`src/stepper_defs.svh`:
```
// Offsets, field positions, reset values and timing counts of one axis.
// Assumes inclusion by the filter and axis design files by bare name.
`ifndef STEPPER_DEFS_SVH
`define STEPPER_DEFS_SVH

// Host port addresses (two address lines)
`define ADDR_CMD 2'h0
`define ADDR_LOW 2'h1
`define ADDR_MID 2'h2
`define ADDR_HIGH 2'h3

// Command group codes in bits 7:6
`define GRP_START 2'h0
`define GRP_CTRL 2'h1
`define GRP_SEL 2'h2
`define GRP_OUT 2'h3

// Start-mode command bits
`define SM_INHIBIT_BIT 1
`define SM_HIGH_BIT 2
`define SM_STOP_BIT 3
`define SM_GO_BIT 4
`define SM_STOPINT_BIT 5

// Register indices selected by the register-select command
`define REG_COUNT 3'h0
`define REG_BASE 3'h1
`define REG_TOP 3'h2
`define REG_RATE 3'h3
`define REG_SCALE 3'h4
`define REG_RAMPPT 3'h5
`define REG_IDLE 3'h6
`define REG_STATUS 3'h7

// Reset values
`define RST_CMD 8'h00
`define RST_COUNT 24'h000000
`define RST_SPEED 13'h0001
`define RST_RATE 10'h002
`define RST_SCALE 10'h002
`define RST_RAMPPT 16'h0000

// Input filter: pulses shorter than this many clocks are dropped
`define FILTER_CYCLES 3'h4

// Model code shown in the fourth status word; the value is arbitrary
`define MODEL_CODE 8'h5a

`endif

```
`src/stepper_pkg.sv`:
```
// Types shared by the axis logic and its input filter.
// Assumes stepper_defs.svh is on the include path.
package stepper_pkg;

  typedef enum logic [1:0] {ST_IDLE, ST_WAIT_EXT, ST_RUN, ST_DECEL}
    run_state_t;

  // Low six bits of the register-select command, D5 first
  typedef struct packed {
    logic ext_int_en;
    logic ramp_int_en;
    logic count_hold;
    logic [2:0] ptr;
  } reg_sel_t;

  // Low six bits of the output-mode command, D5 first
  typedef struct packed {
    logic monitor_ext;
    logic filter_on;
    logic speed_hold;
    logic phase_mask;
    logic pulse_off;
    logic pos_logic;
  } out_cfg_t;

  // Low six bits of the control-mode command, D5 first
  typedef struct packed {
    logic scurve;
    logic ots;
    logic neg_dir;
    logic preset_stop;
    logic sd_en;
    logic home_stop;
  } ctrl_t;

  // Filtered stop-type inputs, all active low
  typedef struct packed {
    logic ext_halt_n;
    logic home_n;
    logic limit_neg_n;
    logic limit_pos_n;
  } sensor_t;

endpackage : stepper_pkg

```
`src/input_filter.sv`:
```
// Optional glitch filter for the stop-type inputs.
// Assumes inputs already synchronous to mclk_in.
`timescale 1ns/10ps
`include "stepper_defs.svh"

module input_filter
  import stepper_pkg::*;
(
  input wire logic mclk_in,
  input wire logic rst_in,
  input wire logic clk_en_in,
  input wire logic filter_on_in,
  input wire sensor_t raw_in,
  output sensor_t clean_out
);

  logic [3:0] level;
  logic [3:0] next_level;
  logic [2:0] cnt [4];
  logic [2:0] next_cnt [4];

  // A change is accepted only after it has stood for the full count
  always_comb
  begin
    for (int i = 0; i < 4; i++)
    begin
      next_cnt[i] = 3'h0;
      next_level[i] = level[i];
      if (!filter_on_in)
      begin
        next_level[i] = raw_in[i];
      end
      else if (raw_in[i] != level[i])
      begin
        next_cnt[i] = cnt[i] + 3'h1;
        if (cnt[i] + 3'h1 >= `FILTER_CYCLES)
        begin
          next_level[i] = raw_in[i];
          next_cnt[i] = 3'h0;
        end
      end
    end
  end

  always_ff @(posedge mclk_in or posedge rst_in)
  begin
    if (rst_in)
    begin
      level <= 4'hf;
      for (int i = 0; i < 4; i++)
      begin
        cnt[i] <= 3'h0;
      end
    end
    else if (clk_en_in)
    begin
      level <= next_level;
      cnt <= next_cnt;
    end
  end

  assign clean_out = sensor_t'(level);

endmodule : input_filter

```
`src/stepper_pulse_command_logic.sv`:
```
// Command, register and pulse logic of one stepper axis.
// Assumes host strobes synchronous to mclk_in; data pin split in three.
// Summary of operation
// - External start while start inhibited raises an interrupt if enabled.
// - Each interrupt clears only by writing its enable bit to zero.
// - Interrupt pin is OR of external-start, ramp-down and stop sources.
// - Register-select low three bits choose the register for data accesses.
// - Register-select D3 high freezes the down-counter.
// - Register-select D4 enables the ramp-down interrupt.
// - Output-mode D0 picks pulse polarity; pulses only on direction line.
// - Output-mode D1 stops pulses, freezes phases, ignores limit and home.
// - Output-mode D2 forces all four phase outputs low.
// - Output-mode D3 holds the present speed mid-ramp.
// - Output-mode D4 drops stop-type input pulses shorter than four clocks.
// - Output-mode D5 selects extended readback of registers and status.
// - Multi-byte writes commit to the register when the low byte lands.
// - The 24-bit counter decrements once per step, even with pulses off, unless held or already zero.
// - Selecting the counter copies it into a read snapshot.
// - Preset move stops when count reaches zero; count stays zero.
// - Start with zero count in preset mode stops at once, may interrupt.
// - Halted preset move keeps its remaining count for the next start.
// - Base speed is 13 bits; moves start at base speed; halts and immediate stops end at the present speed.
// - Ramp-down interrupt fires in a preset move once count falls below the ramp point.
`timescale 1ns/10ps
`include "stepper_defs.svh"

module stepper_pulse_command_logic
  import stepper_pkg::*;
(
  input wire logic mclk_in,
  input wire logic rst_in,
  input wire logic clk_en_in,
  input wire logic chip_sel_in_n,
  input wire logic rd_in_n,
  input wire logic wr_in_n,
  input wire logic [1:0] addr_in,
  input wire logic [7:0] data_in,
  output logic [7:0] data_out,
  output logic data_oe_out,
  input wire logic ext_go_in_n,
  input wire logic ext_halt_in_n,
  input wire logic home_sensor_in_n,
  input wire logic [1:0] travel_limit_in_n,
  output logic [1:0] dir_pulse_out,
  output logic [3:0] phase_out,
  output logic running_out_n,
  output logic ots_out,
  output logic int_out_n
);

  logic [7:0] start_cmd, ctrl_cmd, sel_cmd, out_cmd;
  logic [7:0] next_start_cmd, next_ctrl_cmd, next_sel_cmd, next_out_cmd;
  logic [23:0] counter, snap, next_counter, next_snap;
  logic [12:0] base_speed, top_speed, speed;
  logic [12:0] next_base_speed, next_top_speed, next_speed;
  logic [9:0] ramp_rate, scale, prescale, ramp_cnt;
  logic [9:0] next_ramp_rate, next_scale, next_prescale, next_ramp_cnt;
  logic [15:0] ramp_point, next_ramp_point;
  logic [2:0] idle_pulses, next_idle_pulses;
  logic pref, next_pref;
  logic [7:0] stage_mid, stage_high, next_stage_mid, next_stage_high;
  logic [12:0] accum, next_accum;
  logic [1:0] phase, next_phase, next_dir_pulse;
  logic [3:0] next_phase_out;
  run_state_t state, next_state;
  logic ext_int, ramp_int, stop_int;
  logic next_ext_int, next_ramp_int, next_stop_int;
  logic wr_prev, rd_prev, go_prev;
  logic [7:0] next_data;

  reg_sel_t sel;
  out_cfg_t ocfg;
  ctrl_t ctrl;
  sensor_t sens;

  assign sel = reg_sel_t'(sel_cmd[5:0]);
  assign ocfg = out_cfg_t'(out_cmd[5:0]);
  assign ctrl = ctrl_t'(ctrl_cmd[5:0]);

  // Stop-type inputs pass the optional glitch filter
  input_filter u_filter (
    .mclk_in(mclk_in),
    .rst_in(rst_in),
    .clk_en_in(clk_en_in),
    .filter_on_in(ocfg.filter_on),
    .raw_in({ext_halt_in_n, home_sensor_in_n, travel_limit_in_n[0],
      travel_limit_in_n[1]}),
    .clean_out(sens)
  );

  // Two-phase excitation pattern for each of the four steps
  function automatic logic [3:0] excite(input logic [1:0] p);
    case (p)
      2'h0: excite = 4'h3;
      2'h1: excite = 4'h6;
      2'h2: excite = 4'hc;
      default: excite = 4'h9;
    endcase
  endfunction : excite

  // Readback byte for an address; the snapshot, not the live count, is read
  function automatic logic [7:0] read_byte(input logic [1:0] a);
    logic [7:0] st0, st1, st2, lo, mid, hi;
    st0 = {2'h0, state == ST_DECEL, state == ST_WAIT_EXT,
           ext_int, ramp_int, stop_int,
           state == ST_RUN || state == ST_DECEL};
    st1 = {4'h0, sens};
    st2 = {~int_out_n, ots_out, dir_pulse_out, phase_out};
    lo = st1;
    mid = 8'h00;
    hi = 8'h00;
    if (sel.ptr == `REG_COUNT)
    begin
      {hi, mid, lo} = snap;
    end
    else if (ocfg.monitor_ext)
    begin
      case (sel.ptr)
        `REG_BASE: {hi, mid, lo} = {start_cmd, 3'h0, base_speed};
        `REG_TOP: {hi, mid, lo} = {ctrl_cmd, 3'h0, top_speed};
        `REG_RATE: {hi, mid, lo} = {sel_cmd, 6'h00, ramp_rate};
        `REG_SCALE: {hi, mid, lo} = {out_cmd, 6'h00, scale};
        `REG_RAMPPT: {hi, mid, lo} = {7'h00, pref, ramp_point};
        `REG_IDLE: {hi, mid, lo} = {3'h0, speed, 5'h00, idle_pulses};
        default: {hi, mid, lo} = {`MODEL_CODE, st2, st1};
      endcase
    end
    case (a)
      `ADDR_CMD: read_byte = st0;
      `ADDR_LOW: read_byte = lo;
      `ADDR_MID: read_byte = mid;
      default: read_byte = hi;
    endcase
  endfunction : read_byte

  // Whole axis: host port, interrupts, ramp, pulse timing and counter
  always_comb
  begin
    logic wr_take, rd_take, go_fall, tick, step, stop_now, run;
    logic [13:0] sum;
    logic [12:0] target;
    logic [23:0] wval;
    wr_take = !chip_sel_in_n && !wr_in_n && !wr_prev;
    rd_take = !chip_sel_in_n && !rd_in_n && !rd_prev;
    go_fall = go_prev && !ext_go_in_n;
    wval = {stage_high, stage_mid, data_in};
    next_start_cmd = start_cmd;
    next_ctrl_cmd = ctrl_cmd;
    next_sel_cmd = sel_cmd;
    next_out_cmd = out_cmd;
    next_counter = counter;
    next_snap = snap;
    next_base_speed = base_speed;
    next_top_speed = top_speed;
    next_ramp_rate = ramp_rate;
    next_scale = scale;
    next_ramp_point = ramp_point;
    next_idle_pulses = idle_pulses;
    next_pref = pref;
    next_stage_mid = stage_mid;
    next_stage_high = stage_high;
    next_state = state;
    next_speed = speed;
    next_prescale = prescale;
    next_ramp_cnt = ramp_cnt;
    next_accum = accum;
    next_phase = phase;
    next_ext_int = ext_int;
    next_ramp_int = ramp_int;
    next_stop_int = stop_int;
    next_data = rd_take ? read_byte(addr_in) : data_out;
    run = (state == ST_RUN) || (state == ST_DECEL);
    stop_now = 1'b0;

    // Host writes: commands by group, data bytes staged until the low byte
    if (wr_take)
    begin
      case (addr_in)
        `ADDR_CMD:
        begin
          case (data_in[7:6])
            `GRP_START:
            begin
              next_start_cmd = data_in;
              if (!data_in[`SM_STOPINT_BIT])
              begin
                next_stop_int = 1'b0;
              end
            end
            `GRP_CTRL: next_ctrl_cmd = data_in;
            `GRP_SEL:
            begin
              next_sel_cmd = data_in;
              if (data_in[2:0] == `REG_COUNT)
              begin
                next_snap = counter;
              end
              if (!data_in[5])
              begin
                next_ext_int = 1'b0;
              end
              if (!data_in[4])
              begin
                next_ramp_int = 1'b0;
              end
            end
            default: next_out_cmd = data_in;
          endcase
        end
        `ADDR_MID: next_stage_mid = data_in;
        `ADDR_HIGH: next_stage_high = data_in;
        default:
        begin
          case (sel.ptr)
            `REG_COUNT: next_counter = wval;
            `REG_BASE: next_base_speed = wval[12:0];
            `REG_TOP: next_top_speed = wval[12:0];
            `REG_RATE: next_ramp_rate = wval[9:0];
            `REG_SCALE: next_scale = wval[9:0];
            `REG_RAMPPT: next_ramp_point = wval[15:0];
            `REG_IDLE: next_idle_pulses = wval[2:0];
            default: next_pref = wval[0];
          endcase
        end
      endcase
    end

    // Pulse timing: prescaler by scale, then rate accumulator by speed
    tick = prescale + 10'h001 >= scale;
    next_prescale = tick ? 10'h000 : prescale + 10'h001;
    sum = {1'b0, accum} + {1'b0, speed};
    step = run && tick && sum[13];
    if (run && tick)
    begin
      next_accum = sum[12:0];
    end
    if (step)
    begin
      if (!ocfg.pulse_off)
      begin
        next_phase = ctrl.neg_dir ? phase - 2'h1 : phase + 2'h1;
      end
      if (!sel.count_hold && counter != 24'h000000)
      begin
        next_counter = counter - 24'h000001;
      end
      if (ctrl.preset_stop && counter == 24'h000001)
      begin
        stop_now = 1'b1;
      end
    end

    // Ramp toward target; in a preset move the ramp-down point pulls the target to base
    target = start_cmd[`SM_HIGH_BIT] && state == ST_RUN ? top_speed
                                                         : base_speed;
    if (run && ctrl.preset_stop && {8'h00, ramp_point} > counter)
    begin
      target = base_speed;
      if (sel.ramp_int_en)
      begin
        next_ramp_int = 1'b1;
      end
    end
    if (run && !ocfg.speed_hold && tick)
    begin
      next_ramp_cnt = ramp_cnt + 10'h001;
      if (ramp_cnt + 10'h001 >= ramp_rate)
      begin
        next_ramp_cnt = 10'h000;
        if (speed < target)
        begin
          next_speed = speed + 13'h0001;
        end
        else if (speed > target)
        begin
          next_speed = speed - 13'h0001;
        end
      end
    end

    // External stops; limit and home are ignored while pulses are off
    if (run && (!sens.ext_halt_n ||
        (!ocfg.pulse_off && ((ctrl.home_stop && !sens.home_n) ||
         (ctrl.neg_dir ? !sens.limit_neg_n : !sens.limit_pos_n)))))
    begin
      stop_now = 1'b1;
    end
    if (state == ST_DECEL && speed <= base_speed)
    begin
      stop_now = 1'b1;
    end

    // Start and stop commands, external go, run state
    case (state)
      ST_IDLE, ST_WAIT_EXT:
      begin
        if (wr_take && addr_in == `ADDR_CMD &&
            data_in[7:6] == `GRP_START && data_in[`SM_GO_BIT] &&
            !data_in[`SM_STOP_BIT])
        begin
          next_state = data_in[`SM_INHIBIT_BIT] ? ST_WAIT_EXT : ST_RUN;
        end
        else if (state == ST_WAIT_EXT && go_fall)
        begin
          next_state = ST_RUN;
          if (sel.ext_int_en)
          begin
            next_ext_int = 1'b1;
          end
        end
        else if (wr_take && addr_in == `ADDR_CMD &&
                 data_in[7:6] == `GRP_START && data_in[`SM_STOP_BIT])
        begin
          next_state = ST_IDLE;
        end
        if (next_state == ST_RUN)
        begin
          next_speed = base_speed;
          next_accum = 13'h0000;
          next_ramp_cnt = 10'h000;
          if (ctrl.preset_stop && counter == 24'h000000)
          begin
            next_state = ST_IDLE;
            if (next_start_cmd[`SM_STOPINT_BIT])
            begin
              next_stop_int = 1'b1;
            end
          end
        end
      end
      ST_RUN, ST_DECEL:
      begin
        if (stop_now)
        begin
          next_state = ST_IDLE;
          if (start_cmd[`SM_STOPINT_BIT])
          begin
            next_stop_int = 1'b1;
          end
        end
        else if (wr_take && addr_in == `ADDR_CMD &&
                 data_in[7:6] == `GRP_START && data_in[`SM_STOP_BIT])
        begin
          next_state = data_in[`SM_HIGH_BIT] && state == ST_RUN ?
                       ST_DECEL : ST_IDLE;
          if (!data_in[`SM_HIGH_BIT] && data_in[`SM_STOPINT_BIT])
          begin
            next_stop_int = 1'b1;
          end
        end
      end
      default: next_state = ST_IDLE;
    endcase

    // Pin images; a pulse only ever shows on the line of the direction
    next_dir_pulse = {step && !ocfg.pulse_off && !ctrl.neg_dir,
                      step && !ocfg.pulse_off && ctrl.neg_dir};
    if (!ocfg.pos_logic)
    begin
      next_dir_pulse = ~next_dir_pulse;
    end
    next_phase_out = ocfg.phase_mask ? 4'h0 : excite(next_phase);
  end

  // State registers; the clock enable freezes everything
  always_ff @(posedge mclk_in or posedge rst_in)
  begin
    if (rst_in)
    begin
      start_cmd <= `RST_CMD;
      ctrl_cmd <= `RST_CMD;
      sel_cmd <= `RST_CMD;
      out_cmd <= `RST_CMD;
      counter <= `RST_COUNT;
      snap <= `RST_COUNT;
      base_speed <= `RST_SPEED;
      top_speed <= `RST_SPEED;
      ramp_rate <= `RST_RATE;
      scale <= `RST_SCALE;
      ramp_point <= `RST_RAMPPT;
      idle_pulses <= 3'h0;
      pref <= 1'b0;
      stage_mid <= 8'h00;
      stage_high <= 8'h00;
      state <= ST_IDLE;
      speed <= `RST_SPEED;
      prescale <= 10'h000;
      ramp_cnt <= 10'h000;
      accum <= 13'h0000;
      phase <= 2'h0;
      ext_int <= 1'b0;
      ramp_int <= 1'b0;
      stop_int <= 1'b0;
      wr_prev <= 1'b0;
      rd_prev <= 1'b0;
      go_prev <= 1'b1;
      data_out <= 8'h00;
      dir_pulse_out <= 2'h3; // Negative logic idles high
      phase_out <= 4'h3;
      running_out_n <= 1'b1;
      ots_out <= 1'b0;
      int_out_n <= 1'b1;
    end
    else if (clk_en_in)
    begin
      start_cmd <= next_start_cmd;
      ctrl_cmd <= next_ctrl_cmd;
      sel_cmd <= next_sel_cmd;
      out_cmd <= next_out_cmd;
      counter <= next_counter;
      snap <= next_snap;
      base_speed <= next_base_speed;
      top_speed <= next_top_speed;
      ramp_rate <= next_ramp_rate;
      scale <= next_scale;
      ramp_point <= next_ramp_point;
      idle_pulses <= next_idle_pulses;
      pref <= next_pref;
      stage_mid <= next_stage_mid;
      stage_high <= next_stage_high;
      state <= next_state;
      speed <= next_speed;
      prescale <= next_prescale;
      ramp_cnt <= next_ramp_cnt;
      accum <= next_accum;
      phase <= next_phase;
      ext_int <= next_ext_int;
      ramp_int <= next_ramp_int;
      stop_int <= next_stop_int;
      wr_prev <= !chip_sel_in_n && !wr_in_n;
      rd_prev <= !chip_sel_in_n && !rd_in_n;
      go_prev <= ext_go_in_n;
      data_out <= next_data;
      dir_pulse_out <= next_dir_pulse;
      phase_out <= next_phase_out;
      running_out_n <= !(next_state == ST_RUN || next_state == ST_DECEL);
      ots_out <= next_ctrl_cmd[4];
      int_out_n <= !(next_ext_int || next_ramp_int || next_stop_int);
    end
  end

  // Bus drive follows the read strobe directly
  assign data_oe_out = !chip_sel_in_n && !rd_in_n;

endmodule : stepper_pulse_command_logic

```
`config.mk`:
```
export PLATFORM = sky130hd
export DESIGN_NAME = stepper_pulse_command_logic
export DESIGN_NICKNAME = d
export VERILOG_FILES = /design/src/stepper_pkg.sv /design/src/input_filter.sv /design/src/stepper_pulse_command_logic.sv
export VERILOG_INCLUDE_DIRS = /design/src
export SDC_FILE = /design/constraint.sdc
export NUM_CORES = 1
export LEC_CHECK = 0
export BUFFER_PORTS_ARGS = -buffer_cell sky130_fd_sc_hd__buf_2
export CAP_MARGIN = 20
export CORE_ASPECT_RATIO = 1.2
export CORE_MARGIN = 2
export CORE_UTILIZATION = 44
export DETAILED_ROUTE_END_ITERATION = 8
export PLACE_DENSITY = 0.64
export SLEW_MARGIN = 20
export SYNTH_ARGS = -nofsm -noshare
export SYNTH_HDL_FRONTEND = slang
export SYNTH_SLANG_ARGS = --single-unit
```
`constraint.sdc`:
```
create_clock -name mclk_in -period 10.6 [get_ports mclk_in]
set_clock_uncertainty 0.05 [all_clocks]
set_input_delay 1.06 -clock mclk_in [delete_from_list [all_inputs] [get_ports mclk_in]]
set_output_delay 1.06 -clock mclk_in [all_outputs]
set_load 0.05 [all_outputs]
```
==> metrics.md, run 1 <==
| Metric | Value |
|---|---|
| Run status | complete, no violations |
| IO Port Bufs | 38 |
| Number of standard cells after synthesis | 1571 |
| Family with the most delay on the worst path | simple AND/OR/NAND/NOR gates |
| Initial core utilization | 0.4483 |
| Synthesized netlist net count | 1683 |
| Total count of hold-check failures in the final report | 0 |
| Clock-pin slew reported for the worst setup and hold paths after clock tree synthesis | 70 ps |
| Critical path arrival | 6090 ps |
| Total setup buffers inserted after CTS | 0 |
| Worst flop-to-flop path startpoint | counter[1] |
| CP startpoint kind | flip-flop |
| EDFF count, synth | 0 |
| Final setup violation count | 0 |
| Yosys warnings | 0 |
| Post-synthesis cell type count | 80 |
| Post-detail-place hpwl | 34030 um |
| Comb power frac | 0.243 |
| Post-cts resize count | 0 |
| Proportion of layout cells with a drive suffix above 1 | 0.1504 |
| Number of register bits inferred by synthesis | 250 |
| Power Internal | 2078 uW |
| Cells taking the most area after synthesis | dfrtp_1, ha_1, mux2_2, o21ai_0, nand2_1 |
| Share of synthesized registers carrying an async set or reset | 1.000 |
| CP required | 11030 ps |
| Static leakage power | 0.007468 uW |
| Overflow left after global routing | 0 |
| Total number of vias | 12740 |
| Worst setup path class | flip-flop to flip-flop |
| First-pass detailed-route iteration total | 5 |
| Gp weighted congestion | 0.9854 |
| Critical Path Sink Type | flip-flop |
| CTS sink count | 250 |
| Placement Setup Slack | 4820 ps |
| Critical path buffer and inverter count | 1 |
| Tightest slew margin relative to the limit | 0.2644 |
| Slew Limit Fails | 0 |
| Maximum vdd drop | 0.1688 mV |
| Longest individual stage delay on the worst path | 940 ps |
| Wire length of the first global-routing pass | 74510 um |
| Maximum net fanout on the critical path | 13 |
| Count of maximum capacitance violations | 0 |
| Routed WL | 48040 um |
| Post-layout nets | 1687 |
| Post-layout power | 3130 uW |
| Final TNS setup | 0 ps |
| Clk Tree Root Cell | clkbuf_16 |
| Post-detailed-route wirelength per cell | 23.48 um |
| Std-Cell Rows | 73 |
| Power density normalized to cell area | 188.8 nW/um^2 |
| Worst Max-Slew Pin Slew | 1099 ps |
| Number of top-level pins | 39 |
| Register area share after synthesis | 0.4199 |
| Final setup slack of the worst path | 4945 ps |
| Highest-count cells in the layout ignoring fill and taps | dfrtp_1, nand2_1, o21ai_0 |
| Post-synthesis cell type with the largest combined area | dfrtp_1 |
| Synth Cell Area | 14950 um^2 |
| Via density per instance | 6.226 |
| Final worst-path cycle share | 0.5335 |
| Core region area | 33340 um^2 |
| Switching share of power | 0.3360 |
| Pin count of the biggest net entering global routing | 136 |
| Maximum clock frequency | 176.8 MHz |
| Avg Synthesized Cell Area | 9.513 um^2 |
| Initial antenna violation count | 0 |
| Clock latency reported for the late side of the worst-skew pair | 570 ps |
| Die Wd | 172.2 um |
| Growth of design area from synthesis to finish | 10.91% |
| Crit-path cells | inv_1 -> ha_1 -> nor2b_1 -> o21ai_0 -> nand2b_1 -> a21oi_1 -> or3_1 -> a41oi_1 -> nand4b_1 -> mux2_2 -> ha_1 -> nand2_1 -> nor4_1 -> or3_1 -> nor2_1 -> or4b_2 -> a21oi_1 -> o21ai_0 -> a211oi_1 |
| Worst min-delay path startpoint | out_cmd[7] |
| ANT cells | 0 |
| # fillers | 3098 |
| Total net switching power | 1052 uW |
| Slowest cell on crit path | nand4b_1 |
| Clock Power Share | 0.361 |
| DIE AREA | 35460 um^2 |
| Most common library cell in the layout ignoring fill and taps | dfrtp_1 |
| Crit. Startpoint | counter[1] |
| RSZ-0062 raised after global routing | no |
| Chip Height | 205.9 um |
| Routed Antenna Nets | 0 |
| Overall fraction of global-route tracks in use | 0.2774 |
| Number of DRC violations after detailed routing | 0 |
| Number of violations reported at the end of detailed-routing iteration 0 | 1150 |
| Fraction of post-synthesis cell area in the top cell type by area | 0.3918 |
| CTS buffer count | 29 |
| Deepest level of the CTS H-tree | 1 |
| Number of buffers inserted for hold repair after clock tree synthesis | 0 |
| Hold Path Class | flip-flop to flip-flop |
| Vias in the first global route | 12150 |
| Top FF cell, synth | dfrtp_1 |
| Sequential Power Share | 0.396 |
| TritonCTS clock tree | done |
| Final critical-path required period | 5655 ps |
| Number of buffers on the longest clock path | 3 |
path summary, 6_finish.rpt:
path | end | slack [ps] | depth (start not counted)
hold reg to reg | out_cmd[7] | 420 | 1
setup reg to reg | speed[6] | 4940 | 19
hold / removal | out_cmd[7] | 420 | 1
setup / recovery | speed[6] | 4940 | 19
max in group asynchronous | ramp_rate[9] | 8350 | 3
min in group asynchronous | data_out[2] | 650 | 2
power by group through the flow:
stage	sequential [uW]	clock, uW	combinational, uW
final	1240	1130	760
after global routing	1260	1190	838
after CTS	1240	1150	751
after detailed placement	1250	0	749
after global placement	1250	0	734
after floorplan	1220	0	546
flip-flops by register name, indices dropped and copies added, names as in the netlist, 12 cells and up:
register      count
accum            13
base_speed       13
counter          24
ramp_point       16
snap             24
speed            13
top_speed        13
u_filter.cnt     12
Yosys cell counts, drive strengths merged (7+ instances only):
master and n:
xnor2 21, nand2b 20, a221oi 16, buf 23
mux2i 37, o21a 7, o221ai 7, o21ai 140
clkbuf 58, o31ai 15, a22o 13, nand4 19
inv 87, nor3 45, o211ai 10, and3 14
a21oi 88, a22oi 15, dfstp 16, dfrtp 234
o22ai 21, xor2 19, and2 8, nand3 52
or3 16, nor2b 14, mux2 93, nor4 15
a211oi 18, a21o 8, ha 90, o2bb2ai 15
nand2 144, a31oi 12, nor2 93
worst reg2reg max path, cell delays in order (launching register included):
cell	delay, ps
dfrtp_1	380
inv_1	160
ha_1	270
nor2b_1	130
o21ai_0	150
nand2b_1	70
a21oi_1	220
or3_1	140
a41oi_1	210
nand4b_1	950
mux2_2	610
ha_1	280
nand2_1	80
nor4_1	90
or3_1	350
nor2_1	270
or4b_2	620
a21oi_1	200
o21ai_0	100
a211oi_1	250
per-stage QoR:
stage / area [um^2] / cells / hold slack, ps / util
global route: 16580 / 2046 / 444.4 / 0.4972
CTS: 16560 / 2046 / 422.0 / 0.4968
floorplan: 14950 / 1571 / 364.2 / -
global placement: 15480 / 1994 / 384.4 / 0.4644
detailed placement: 15480 / 1994 / 407.5 / 0.4644
finish: 16580 / 2046 / 416.9 / 0.4972
layout make-up:
class	count	area (um^2)	area share
inverters	88	337.8	0.02038
flip-flops and latches	250	6276	0.3786
repair buffers	54	310.3	0.01872
clock inverters	16	277.8	0.01676
multi-input cells	1152	8009	0.4832
clock buffers	36	802.0	0.04838
well taps	450	563.0	0.03397
cells by family (layout without fill, tap and decap cells):
| family | Yosys count | count (layout) | synth area share |
|---|---|---|---|
| and+or+nand+nor | 458 | 458 | 0.1504 |
| AOI/OAI and AO/OA | 430 | 430 | 0.1839 |
| DFF | 250 | 250 | 0.4199 |
| buffers and inverters | 169 | 194 | 0.04629 |
| muxes | 133 | 133 | 0.09937 |
| adders and majority gates | 91 | 91 | 0.07668 |
| xor gates and xnor gates | 40 | 40 | 0.02344 |
metal layers:
layer	wire length (um)	vias to the layer above	track usage
li1	-	5772	-
met1	20260	6341	0.3765
met2	22440	506	0.4433
met3	2880	120	0.03236
met4	2460	0	0.1315
met5	0	-	0
Power figures use the tool's default switching activity.
==> run 2: changes to the inputs <==
==> constraint.sdc (replaced) <==
create_clock -name mclk_in -period 5.72 [get_ports mclk_in]
set_clock_uncertainty 0.05 [all_clocks]
set_input_delay 0.572 -clock mclk_in [delete_from_list [all_inputs] [get_ports mclk_in]]
set_output_delay 0.572 -clock mclk_in [all_outputs]
set_load 0.05 [all_outputs]
==> metrics.md, run 2 (same netlist as run 1, synthesis figures left out) <==
| Metric | Value |
|---|---|
| Run status | complete, no violations |
| Routed WL | 48190 um (+0.30%) |
| Post-detail-place hpwl | 34350 um (+0.96%) |
| Clock-pin slew reported for the worst setup and hold paths after clock tree synthesis | 60 ps (about the same) |
| Longest individual stage delay on the worst path | 610 ps (-330 ps) |
| Maximum net fanout on the critical path | 8 (-5) |
| Overflow left after global routing | 0 (unchanged) |
| Total count of hold-check failures in the final report | 0 (unchanged) |
| Count of maximum capacitance violations | 0 (unchanged) |
| Worst flop-to-flop path startpoint | counter[18] |
| Highest-count cells in the layout ignoring fill and taps | dfrtp_1, nand2_1, o21ai_0 |
| TritonCTS clock tree | done |
| Die Wd | 172.2 um (unchanged) |
| Tightest slew margin relative to the limit | 0.1820 (-0.08242) |
| DIE AREA | 35460 um^2 (unchanged) |
| Via density per instance | 6.185 (-0.66%) |
| Clock latency reported for the late side of the worst-skew pair | 580 ps (about the same) |
| Proportion of layout cells with a drive suffix above 1 | 0.1525 (+0.002082) |
| Most common library cell in the layout ignoring fill and taps | dfrtp_1 |
| Destination of the worst register-to-register timing path | speed[6] |
| Critical path buffer and inverter count | 2 (+1) |
| CP startpoint kind | flip-flop |
| Routed Antenna Nets | 0 (unchanged) |
| Wire length on met1 | 20130 um (-0.63%) |
| Final setup violation count | 0 (unchanged) |
| Crit-path cells | or3_1 -> nor3_1 -> nand4_1 -> a211o_1 -> a41oi_1 -> nand4b_1 -> buf_12 -> buf_4 -> mux2_2 -> ha_1 -> nand2_1 -> nor4_1 -> or3_1 -> nor2_1 -> or4b_2 -> a21oi_1 -> o21ai_0 -> a211oi_1 |
| Top layer used by detailed routing | met4 |
| Core region area | 33340 um^2 (unchanged) |
| Worst setup path class | flip-flop to flip-flop |
| Hold Path Class | input port to flip-flop |
| Final setup slack of the worst path | 671.6 ps (-4273 ps) |
| Cell count after placement | 2002 (+0.40%) |
| Amount of wire on met3 after detailed routing | 3052 um (+6.0%) |
| Family with the most delay on the worst path | simple AND/OR/NAND/NOR gates |
| Final Instance Area | 16520 um^2 (-0.35%) |
| Final TNS setup | 0 ps (unchanged) |
| CP required | 6150 ps (-4880 ps) |
| Critical Path Sink Type | flip-flop |
| Pin count of the biggest net entering global routing | 120 (-12%) |
| Initial core utilization | 0.4483 (unchanged) |
| Growth of design area from synthesis to finish | 10.52% |
| Total number of vias | 12740 (-0.031%) |
| Post-layout nets | 1699 (+0.71%) |
| Largest regs | counter x24, snap x24, ramp_point x16 |
| Wire length of the first global-routing pass | 75270 um (+1.0%) |
| Slowest cell on crit path | or4b_2 |
| CTS buffer count | 29 (unchanged) |
| Clk Tree Root Cell | clkbuf_16 |
| Final cell utilization of the core | 0.4955 (-0.001726) |
| Power density normalized to cell area | 336.0 nW/um^2 (+78%) |
| Post-detailed-route wirelength per cell | 23.40 um (-0.33%) |
| Gp weighted congestion | 1.005 (+2.0%) |
| Crit. Startpoint | counter[18] |
| Final critical-path required period | 5048 ps (-606.9 ps) |
| Final worst-path cycle share | 0.8826 (+0.3491) |
| Vias in the first global route | 12460 (+2.6%) |
| Initial antenna violation count | 0 (unchanged) |
| Number of violations reported at the end of detailed-routing iteration 0 | 1098 (-4.5%) |
| Static leakage power | 0.007445 uW (-0.31%) |
| Number of buffers on the longest clock path | 3 (unchanged) |
| Std-Cell Rows | 73 (unchanged) |
| Maximum clock frequency | 198.1 MHz (+12%) |
| IO Port Bufs | 38 (unchanged) |
| Slack of the worst reg-to-reg path | 670 ps (-4270 ps) |
| Chip Height | 205.9 um (unchanged) |
| Deepest level of the CTS H-tree | 1 (unchanged) |
| Critical path arrival | 5470 ps (-620 ps) |
| RSZ-0062 raised after global routing | no |
| Number of top-level pins | 39 (unchanged) |
| Worst-case reg-to-reg path depth | 18 (-1) |
| Maximum vdd drop | 0.2721 mV (+61%) |
| Number of DRC violations after detailed routing | 0 (unchanged) |
| Met2 WL post-DR | 21830 um (-2.7%) |
| First-pass detailed-route iteration total | 7 (+2) |
| Crit path top cell by count | or3_1 |
| Cell area after placement | 15540 um^2 (+0.40%) |
| Slew Limit Fails | 0 (unchanged) |
| Critical Path Stages | 18 (-1) |
| Worst Max-Slew Pin Slew | 1222 ps (+123.2 ps) |
| End point of the critical path | speed[6] |
| Placement Setup Slack | 333.9 ps (-4486 ps) |
| CTS sink count | 250 (unchanged) |
| Overall fraction of global-route tracks in use | 0.2796 (+0.002210) |
| Final non-filler cell total | 2059 (+0.64%) |
| Number of buffers inserted for hold repair after clock tree synthesis | 0 (unchanged) |
[run 2: worst register-to-register path, delay by kind of cell (launching register included)]
kind | cells | cell delay, ps
and+or+nand+nor | 9 | 2570
adders and majority gates | 1 | 280
muxes | 1 | 330
AOI/OAI and AO/OA | 5 | 1040
DFF | 1 | 430
buffers and inverters | 2 | 270
[run 2: final cells by class]
class / instances / area (um^2)
Antenna cell: 2 / 5.005
Clock buffer: 40 / 797.0
Clock inverter: 11 / 115.1
Fill cell: 3076 / 16820
Inverter: 88 / 334.1
Multi-Input combinational cell: 1152 / 8003
Sequential cell: 250 / 6276
Tap cell: 450 / 563.0
Timing Repair Buffer: 66 / 425.4
[run 2: repair_timing]
item	CTS	global route
gates resized for setup	0	1
buffers inserted	0	4
endpoints found under the setup margin	0	4
[run 2: how the worst min path moves through the flow]
stage,from,to,slack (ps),cells after the start
2_1_floorplan,out_cmd[6],out_cmd[6],360,2
3_3_place_gp,out_cmd[6],out_cmd[6],380,2
3_5_place_dp,out_cmd[6],out_cmd[6],380,2
4_1_cts,wr_in_n,wr_prev,130,2
5_1_grt,wr_in_n,wr_prev,180,2
6_report,wr_in_n,wr_prev,150,2
[run 2: per-layer routing]
metal	global-route usage	up-vias
li1	-	5792
met1	0.3739	6273
met2	0.4329	519
met3	0.03849	151
met4	0.1663	0
met5	0	-
[run 2: stage by stage]
stage	hold WS, ps	power, uW
floorplan	364.2	3267
global placement	379.4	3680
detailed placement	379.3	3714
CTS	132.6	5553
global route	178.2	5830
finish	147.4	5551
[run 2: report_power, final]
part / switching (uW) / internal (uW) / total (uW)
Clock: 766 / 1060 / 1820
Combinational: 866 / 558 / 1420
Sequential: 304 / 2000 / 2300
